File: src/vm_exit_pkg.sv
package vm_exit_pkg;

   // register port
   localparam int ADDR_W = 8;
   localparam logic [ADDR_W-1:0] REG_CTRL = 8'h00;
   localparam logic [ADDR_W-1:0] REG_EXC_BITMAP = 8'h04;
   localparam logic [ADDR_W-1:0] REG_EXIT_REASON = 8'h08;
   localparam logic [ADDR_W-1:0] REG_EXIT_COUNT = 8'h0c;
   localparam logic [ADDR_W-1:0] REG_FIELD_ENC = 8'h10;
   localparam logic [ADDR_W-1:0] REG_FIELD_SEL = 8'h14;

   // control register bits
   localparam int CTRL_NMI_EXIT = 0;
   localparam int CTRL_EXTINT_EXIT = 1;
   localparam int CTRL_INTWIN_EXIT = 2;
   localparam int CTRL_NMIWIN_EXIT = 3;
   localparam int CTRL_W = 4;
   localparam logic [CTRL_W-1:0] CTRL_RESET = 4'h0;
   localparam logic [31:0] BITMAP_RESET = 32'h0000_0000;

   // field encoding layout
   localparam int ENC_W = 16;
   localparam int WIDTH_HI = 14;
   localparam int WIDTH_LO = 13;
   localparam int AREA_HI = 11;
   localparam int AREA_LO = 10;
   localparam int INDEX_HI = 9;
   localparam int INDEX_LO = 1;
   localparam int ACCESS_BIT = 0;
   localparam int INDEX_W = 9;
   localparam logic [1:0] WIDTH_NATURAL = 2'h3;
   localparam logic [1:0] AREA_HOST = 2'h3;
   localparam int PAT_HI = 15;
   localparam int PAT_LO = 10;
   localparam logic [5:0] HOST_NAT_PATTERN = 6'h1b;
   localparam logic [INDEX_W-1:0] HOST_NAT_LAST = 9'h00b;
   localparam logic [ENC_W-1:0] ENC_HOST_CTRL_ZERO = 16'h6c00;
   localparam logic [ENC_W-1:0] ENC_HOST_PT_BASE = 16'h6c02;
   localparam logic [ENC_W-1:0] ENC_HOST_CTRL_FOUR = 16'h6c04;
   localparam logic [ENC_W-1:0] ENC_HOST_SYS_SP = 16'h6c10;
   localparam logic [ENC_W-1:0] ENC_HOST_SYS_IP = 16'h6c12;

   // field-select readback layout
   localparam int SEL_NATURAL = 16;
   localparam int SEL_HOST = 17;
   localparam int SEL_VALID = 18;
   localparam int SEL_NAMED_LO = 24;

   // exit reason word
   localparam int BASIC_W = 16;
   localparam int ENTRY_FAIL_BIT = 31;
   localparam logic [BASIC_W-1:0] RSN_EXC_NMI = 16'h0000;
   localparam logic [BASIC_W-1:0] RSN_EXT_INT = 16'h0001;
   localparam logic [BASIC_W-1:0] RSN_TRIPLE = 16'h0002;
   localparam logic [BASIC_W-1:0] RSN_INIT = 16'h0003;
   localparam logic [BASIC_W-1:0] RSN_STARTUP = 16'h0004;
   localparam logic [BASIC_W-1:0] RSN_MGMT_IO = 16'h0005;
   localparam logic [BASIC_W-1:0] RSN_MGMT_OTHER = 16'h0006;
   localparam logic [BASIC_W-1:0] RSN_INT_WIN = 16'h0007;
   localparam logic [BASIC_W-1:0] RSN_NMI_WIN = 16'h0008;
   localparam logic [BASIC_W-1:0] RSN_TASK_SW = 16'h0009;

   localparam int VEC_W = 5;
   localparam int COUNT_W = 32;

   typedef struct packed {
      logic excValid;
      logic [VEC_W-1:0] excVector;
      logic dblFaultExc;
      logic [VEC_W-1:0] dblFaultVector;
      logic nmiDelivered;
      logic extInterrupt;
      logic initSignal;
      logic startupMsg;
      logic waitForStartup;
      logic systemMgmtInterrupt;
      logic afterIoRetire;
      logic instrBoundary;
      logic interruptFlag;
      logic blockBySetIntEnable;
      logic blockByStackSegLoad;
      logic blockByVirtNmi;
      logic taskSwitch;
      logic entryFail;
      logic [BASIC_W-1:0] entryFailBasic;
   } exit_events_s;

   typedef struct packed {
      logic valid;
      logic [31:0] reason;
   } reason_write_s;

   typedef struct packed {
      logic valid;
      logic natural;
      logic host;
      logic [INDEX_W-1:0] index;
      logic [2:0] ctrlRegSel;
      logic [1:0] fastSyscallSel;
   } field_sel_s;

endpackage

File: src/vm_exit_reason_encoder.sv
// Our own choices: the placing of the registers and strobed register access.
`timescale 1ns/1ps
module vm_exit_reason_encoder (
   input wire logic mclk,
   input wire logic sys_rst,
   input wire logic [vm_exit_pkg::ADDR_W-1:0] regAddr,
   input wire logic [31:0] regWdata,
   input wire logic regWr,
   input wire logic regRd,
   output logic [31:0] regRdata,
   input wire vm_exit_pkg::exit_events_s events,
   output vm_exit_pkg::reason_write_s reasonWrite,
   output vm_exit_pkg::field_sel_s fieldSel
);

   logic [vm_exit_pkg::CTRL_W-1:0] ctrl;
   logic [31:0] excBitmap;
   logic [vm_exit_pkg::ENC_W-1:0] fieldEnc;
   logic [31:0] lastReason;
   logic [vm_exit_pkg::COUNT_W-1:0] exitCount;

   // exit cause qualification
   logic hitException;
   logic hitNmi;
   logic hitExtInt;
   logic hitTriple;
   logic hitStartup;
   logic hitMgmtIo;
   logic hitMgmtOther;
   logic hitIntWin;
   logic hitNmiWin;
   logic anyExit;
   logic [vm_exit_pkg::BASIC_W-1:0] next_basic;
   logic [31:0] next_reason;
   logic next_valid;

   assign hitException = events.excValid
      && excBitmap[events.excVector];
   assign hitNmi = events.nmiDelivered
      && ctrl[vm_exit_pkg::CTRL_NMI_EXIT];
   assign hitExtInt = events.extInterrupt
      && ctrl[vm_exit_pkg::CTRL_EXTINT_EXIT];
   assign hitTriple = events.dblFaultExc
      && !excBitmap[events.dblFaultVector];
   assign hitStartup = events.startupMsg
      && events.waitForStartup;
   assign hitMgmtIo = events.systemMgmtInterrupt
      && events.afterIoRetire;
   assign hitMgmtOther = events.systemMgmtInterrupt
      && !events.afterIoRetire;
   assign hitIntWin = events.instrBoundary && events.interruptFlag
      && !events.blockBySetIntEnable && !events.blockByStackSegLoad
      && ctrl[vm_exit_pkg::CTRL_INTWIN_EXIT];
   assign hitNmiWin = events.instrBoundary && !events.blockByVirtNmi
      && !events.blockByStackSegLoad
      && ctrl[vm_exit_pkg::CTRL_NMIWIN_EXIT];

   assign anyExit = hitException || hitNmi || hitExtInt || hitTriple
      || events.initSignal || hitStartup || events.systemMgmtInterrupt
      || hitIntWin || hitNmiWin || events.taskSwitch;

   // one reason per exit, fixed priority
   always_comb begin
      next_basic = vm_exit_pkg::RSN_EXC_NMI;
      if (hitTriple) begin
         next_basic = vm_exit_pkg::RSN_TRIPLE;
      end else if (events.initSignal) begin
         next_basic = vm_exit_pkg::RSN_INIT;
      end else if (hitStartup) begin
         next_basic = vm_exit_pkg::RSN_STARTUP;
      end else if (hitMgmtIo) begin
         next_basic = vm_exit_pkg::RSN_MGMT_IO;
      end else if (hitMgmtOther) begin
         next_basic = vm_exit_pkg::RSN_MGMT_OTHER;
      end else if (events.taskSwitch) begin
         next_basic = vm_exit_pkg::RSN_TASK_SW;
      end else if (hitException || hitNmi) begin
         next_basic = vm_exit_pkg::RSN_EXC_NMI;
      end else if (hitExtInt) begin
         next_basic = vm_exit_pkg::RSN_EXT_INT;
      end else if (hitNmiWin) begin
         next_basic = vm_exit_pkg::RSN_NMI_WIN;
      end else if (hitIntWin) begin
         next_basic = vm_exit_pkg::RSN_INT_WIN;
      end
   end

   // entry failure outranks exits, flagged in the top bit
   always_comb begin
      next_reason = '0;
      next_valid = 1'b0;
      if (events.entryFail) begin
         next_valid = 1'b1;
         next_reason[vm_exit_pkg::BASIC_W-1:0] = events.entryFailBasic;
         next_reason[vm_exit_pkg::ENTRY_FAIL_BIT] = 1'b1;
      end else if (anyExit) begin
         next_valid = 1'b1;
         next_reason[vm_exit_pkg::BASIC_W-1:0] = next_basic;
      end
   end

   // reason write toward the control structure
   always_ff @(posedge mclk) begin
      if (sys_rst) begin
         reasonWrite <= '0;
      end else begin
         reasonWrite.valid <= next_valid;
         if (next_valid) begin
            reasonWrite.reason <= next_reason;
         end
      end
   end

   always_ff @(posedge mclk) begin
      if (sys_rst) begin
         lastReason <= '0;
         exitCount <= '0;
      end else if (next_valid) begin
         lastReason <= next_reason;
         exitCount <= exitCount + 1'b1;
      end
   end

   // field encoding decode
   logic encNatural;
   logic encHost;
   logic encPattern;
   logic [vm_exit_pkg::INDEX_W-1:0] encIndex;
   typedef vm_exit_pkg::field_sel_s field_decode_t;
   field_decode_t next_sel;

   assign encNatural = fieldEnc[vm_exit_pkg::WIDTH_HI:vm_exit_pkg::WIDTH_LO]
      == vm_exit_pkg::WIDTH_NATURAL
      && !fieldEnc[vm_exit_pkg::ACCESS_BIT];
   assign encHost = fieldEnc[vm_exit_pkg::AREA_HI:vm_exit_pkg::AREA_LO]
      == vm_exit_pkg::AREA_HOST;
   assign encIndex =
      fieldEnc[vm_exit_pkg::INDEX_HI:vm_exit_pkg::INDEX_LO];
   assign encPattern = fieldEnc[vm_exit_pkg::PAT_HI:vm_exit_pkg::PAT_LO]
      == vm_exit_pkg::HOST_NAT_PATTERN
      && !fieldEnc[vm_exit_pkg::ACCESS_BIT];

   always_comb begin
      next_sel = '0;
      next_sel.natural = encNatural;
      next_sel.host = encHost;
      next_sel.index = encIndex;
      next_sel.valid = encPattern
         && encIndex <= vm_exit_pkg::HOST_NAT_LAST;
      next_sel.ctrlRegSel[0] =
         fieldEnc == vm_exit_pkg::ENC_HOST_CTRL_ZERO;
      next_sel.ctrlRegSel[1] = fieldEnc == vm_exit_pkg::ENC_HOST_PT_BASE;
      next_sel.ctrlRegSel[2] = fieldEnc == vm_exit_pkg::ENC_HOST_CTRL_FOUR;
      next_sel.fastSyscallSel[0] =
         fieldEnc == vm_exit_pkg::ENC_HOST_SYS_SP;
      next_sel.fastSyscallSel[1] = fieldEnc == vm_exit_pkg::ENC_HOST_SYS_IP;
   end

   always_ff @(posedge mclk) begin
      if (sys_rst) begin
         fieldSel <= '0;
      end else begin
         fieldSel <= next_sel;
      end
   end

   // register writes
   always_ff @(posedge mclk) begin
      if (sys_rst) begin
         ctrl <= vm_exit_pkg::CTRL_RESET;
         excBitmap <= vm_exit_pkg::BITMAP_RESET;
         fieldEnc <= '0;
      end else if (regWr) begin
         case (regAddr)
            vm_exit_pkg::REG_CTRL: begin
               ctrl <= regWdata[vm_exit_pkg::CTRL_W-1:0];
            end
            vm_exit_pkg::REG_EXC_BITMAP: begin
               excBitmap <= regWdata;
            end
            vm_exit_pkg::REG_FIELD_ENC: begin
               fieldEnc <= regWdata[vm_exit_pkg::ENC_W-1:0];
            end
            default: begin
            end
         endcase
      end
   end

   // register reads, data one cycle later
   always_ff @(posedge mclk) begin
      if (sys_rst) begin
         regRdata <= '0;
      end else begin
         regRdata <= '0;
         if (regRd) begin
            case (regAddr)
               vm_exit_pkg::REG_CTRL: begin
                  regRdata[vm_exit_pkg::CTRL_W-1:0] <= ctrl;
               end
               vm_exit_pkg::REG_EXC_BITMAP: begin
                  regRdata <= excBitmap;
               end
               vm_exit_pkg::REG_EXIT_REASON: begin
                  regRdata <= lastReason;
               end
               vm_exit_pkg::REG_EXIT_COUNT: begin
                  regRdata <= exitCount;
               end
               vm_exit_pkg::REG_FIELD_ENC: begin
                  regRdata[vm_exit_pkg::ENC_W-1:0] <= fieldEnc;
               end
               vm_exit_pkg::REG_FIELD_SEL: begin
                  regRdata[vm_exit_pkg::INDEX_W-1:0] <= fieldSel.index;
                  regRdata[vm_exit_pkg::SEL_NATURAL] <= fieldSel.natural;
                  regRdata[vm_exit_pkg::SEL_HOST] <= fieldSel.host;
                  regRdata[vm_exit_pkg::SEL_VALID] <= fieldSel.valid;
                  regRdata[vm_exit_pkg::SEL_NAMED_LO +: 5] <=
                     {fieldSel.fastSyscallSel, fieldSel.ctrlRegSel};
               end
               default: begin
               end
            endcase
         end
      end
   end

endmodule

File: config.mk
export PLATFORM = sky130hd
export DESIGN_NAME = vm_exit_reason_encoder
export DESIGN_NICKNAME = d
export VERILOG_FILES = /design/src/vm_exit_pkg.sv /design/src/vm_exit_reason_encoder.sv
export SDC_FILE = /design/constraint.sdc
export NUM_CORES = 1
export LEC_CHECK = 0
export BUFFER_PORTS_ARGS = -buffer_cell sky130_fd_sc_hd__buf_2
export CORE_ASPECT_RATIO = 1.2
export CORE_MARGIN = 5
export CORE_UTILIZATION = 45
export DETAILED_ROUTE_END_ITERATION = 7
export PLACE_DENSITY = 0.68
export SYNTH_ARGS = -nofsm -noshare
export SYNTH_HDL_FRONTEND = slang
export SYNTH_SLANG_ARGS = --single-unit
File: constraint.sdc
create_clock -name mclk -period 3.9 [get_ports mclk]
set_input_delay 0.78 -clock mclk [delete_from_list [all_inputs] [get_ports mclk]]
set_output_delay 0.78 -clock mclk [all_outputs]
set_load 0.01 [all_outputs]
==> results.md <==
- Status: completed
- Startpoint Class: input pin
- Die Area: 0.0193 mm2
- Cell family with most CP delay: multiplexers
- Hpwl dp: 17.1 mm
- Static leakage: 3.65 nW
- Tmin final: 3.06 ns
- Post-route ant nets: 0
- Sink Count: 151
- Global Route Usage Sum: 23.6%
- Hold depth: 2
- H-tree Lvls: 4
- First-pass GRT wire length: 35.5 mm
- Post-synthesis xor/xnor area fraction: 0%
- Slowest cell on the critical path: mux4_2
- Worst Path Max Fanout: 28
- Setup violations, final: 0
- Top cells by area, synth: dfxtp_1, nand2_1, a21oi_1
- Worst Path Required: 4.21 ns
- Largest net degree at the start of global routing: 84
- Crit end category: flop
- Final worst-path setup slack: 0.844 ns
- Flops & latches, synth: 151
- Post-Syn Instances: 859
- Adder-cell share of the synthesized area: 0.168%
- 1st-pass router iterations: 5
- Ys async rst share: 0%
- Via count: 6905
- Simple-gate share of the synthesized area: 22.6%
- PD cells: 396 mW/mm2
- Avg WL per Cell: 19.2 um
- Max Cap Violations: 0
- Critical path cell sequence: buf_2 > mux4_2 > mux2_2 > a221o_1 > a41oi_4 > buf_4 > a311oi_1 > mux2_1
- Crit path DAT: 3.37 ns
- Final Hold Viols: 0
- Fillers: 1531
- Ports: 168
- Worst Reg-to-Reg Cells: 7
- Total stage count of the critical path: 8
- TritonCTS clock tree: built
- Peak supply drop: 0.232 mV
- Ys Warns: 0
- Worst Hold Class: flop to flop
- RSZ-0062 raised after global routing: false
- Routed WL: 23.1 mm
- CTS Buf Count: 17
- DIE HEIGHT: 151 um
- NumNets Final: 1064
- Core footprint: 0.0163 mm2
- Vias per std cell: 5.74
- Post-synthesis mux area share: 16.7%
- Rows: 51
- Buffers & Inverters on Critical Path: 2
- Share of cells above drive strength 1: 25.5%
- Remaining Overflow, GRT: 0
- Post-synthesis sequential area ratio: 40.5%
- Slowest cell delay on critical path: 0.55 ns
- Avg Synthesized Cell Area: 8.68 um2
- Synth Area in Compound Gates: 14.1%
- Period Utilization, post-route: 78.4%
- Most area-hungry cell type in the Yosys netlist: dfxtp_1
- Worst Setup Path Type: input pin to flop
- Setup slack at placement: 0.439 ns
- Layout area overhead: 19.6%
- DRC viols: 0
- Vias in the first global route: 6642
- Iteration-0 DRC Markers: 401
- Starting Density: 45.8%
- CTS max path bufs: 2
- Setup Buffers After CTS: 0
- Clock-pin slew on the worst setup and hold paths: 0.06 ns
- Yosys top cell area share: 40.5%
- Setup TNS: 0 ns
- Netlist Area Pre-Place: 0.00746 mm2
- Yosys cell types: 54
- Post-Route Skew: 0.00782 ns
- Routability cong.: 0.884
- Main combinational cell family by area after synthesis: simple AND/OR/NAND/NOR gates
- Root Driver: clkbuf_16
- Post-cts resize count: 0
- Port Buf Inserts: 152
- Synth Flop Type: dfxtp_1
- # hold bufs at CTS: 0
- Slew margin rel.: 42.1%
- Least-Margin Pin Slew: 0.861 ns
- Post-synth EDFFs: 0
- Max-slew violations: 0
- Initial antenna violation count: 2
- Fmax achieved: 0.327 GHz
- Die width: 128 um
- Clock latency on the worst-skew pair: 0.43 ns
sequential cells by signal (all words and copies together), names as in the netlist:
| signal | flops |
|---|---|
| ctrl | 4 |
| excBitmap | 32 |
| exitCount | 32 |
| fieldEnc | 16 |
| fieldSel | 17 |
| reasonWrite | 18 |
| regRdata | 32 |
cells in the final DEF, fill, tap and decap left out, types with 3 or more instances in the layout:
cell	n
and2_1	6
nor4bb_1	3
a41oi_1	5
a311oi_1	3
conb_1	15
nand3_1	34
clkbuf_16	17
mux2_1	29
a22oi_1	14
inv_1	10
bufinv_16	3
buf_4	18
mux2_2	34
mux4_2	13
a32oi_1	8
o31ai_1	3
o21ai_0	8
nor4_1	3
buf_2	151
nand2_1	124
a31oi_1	29
nor3_1	7
dfxtp_1	151
clkinv_4	3
and4_1	4
nor2_1	65
clkbuf_8	3
mux2i_1	24
and3_1	11
nand4_1	30
a21oi_1	77
a222oi_1	4
nor2b_1	42
area by class of cell:
cell class / instances / area, um2 / share of cell area (%)
Multi-Input combinational cell: 628 / 4080 / 45.8
Sequential cell: 151 / 3020 / 33.9
Timing Repair Buffer: 169 / 891 / 9.98
Clock buffer: 22 / 474 / 5.31
Tap cell: 212 / 265 / 2.97
Clock inverter: 10 / 143 / 1.60
Inverter: 10 / 37.5 / 0.421
Antenna cell: 2 / 5.00 / 0.0561
synth_stat cells (3+ instances only):
| library cell | instances |
|---|---|
| mux4_2 | 13 |
| nand4_1 | 30 |
| o21ai_0 | 8 |
| a31oi_1 | 29 |
| and2_1 | 6 |
| buf_2 | 7 |
| o31ai_1 | 3 |
| nand2_1 | 124 |
| a222oi_1 | 4 |
| clkbuf_1 | 52 |
| nor4_1 | 3 |
| inv_1 | 10 |
| nor3_1 | 8 |
| buf_4 | 20 |
| mux2i_1 | 24 |
| nor2_1 | 65 |
| a311oi_1 | 3 |
| mux2_1 | 29 |
| buf_1 | 5 |
| a21oi_1 | 77 |
| a32oi_1 | 8 |
| and3_1 | 11 |
| a22oi_1 | 14 |
| dfxtp_1 | 151 |
| a41oi_1 | 5 |
| nand3_1 | 34 |
| and4_1 | 4 |
| nor4bb_1 | 3 |
| nor2b_1 | 42 |
| mux2_2 | 34 |
routing by layer:
| metal | up-vias | part of all wire (%) | track usage, % |
|---|---|---|---|
| li1 | 3300 | - | - |
| met1 | 3272 | 38 | 26.4 |
| met2 | 273 | 50 | 40.4 |
| met3 | 60 | 7.1 | 6.07 |
| met4 | 0 | 5.2 | 13.8 |
| met5 | - | 0 | 0 |
path summary, 6_finish.rpt:
path                                       from             to  slack (ns)
worst max register to register    excBitmap[10]  exitCount[12]        1.24
worst min-delay path            reasonWrite[10]   regRdata[10]        0.47
worst min register to register  reasonWrite[10]   regRdata[10]        0.47
worst max-delay path                 events[36]  exitCount[12]        0.84
logic make-up (layout without fill, tap and decap cells):
logic type	after synthesis	after routing
other	1	17
muxes	100	100
and+or+nand+nor	345	345
DFF	151	151
AOI/OAI and AO/OA	167	167
adders and majority gates	1	1
buffers and inverters	94	211
worst min-delay path, stage by stage (launching register included):
cell,delay [ns]
dfxtp_1,0.32
nand2_1,0.06
a21oi_1,0.05
report_power, final:
group          internal [mW]  switching, mW
clock network           1.06          0.645
registers               1.56         0.0138
logic                 0.0891          0.167
total                   2.70          0.826
metrics by stage:
step | cells | cell area, um2 | util, % | power [mW] | hold WS, ns
2_1_floorplan | 873 | 7510 | - | 1.76 | 0.425
6_report | 1204 | 8920 | 54.8 | 3.53 | 0.471
3_5_place_dp | 1170 | 8300 | 51.0 | 1.86 | 0.467
4_1_cts | 1202 | 8920 | 54.8 | 3.55 | 0.471
3_3_place_gp | 1170 | 8300 | 51.0 | 1.85 | 0.458
5_1_grt | 1204 | 8920 | 54.8 | 3.64 | 0.498
Power figures use the tool's default switching activity.
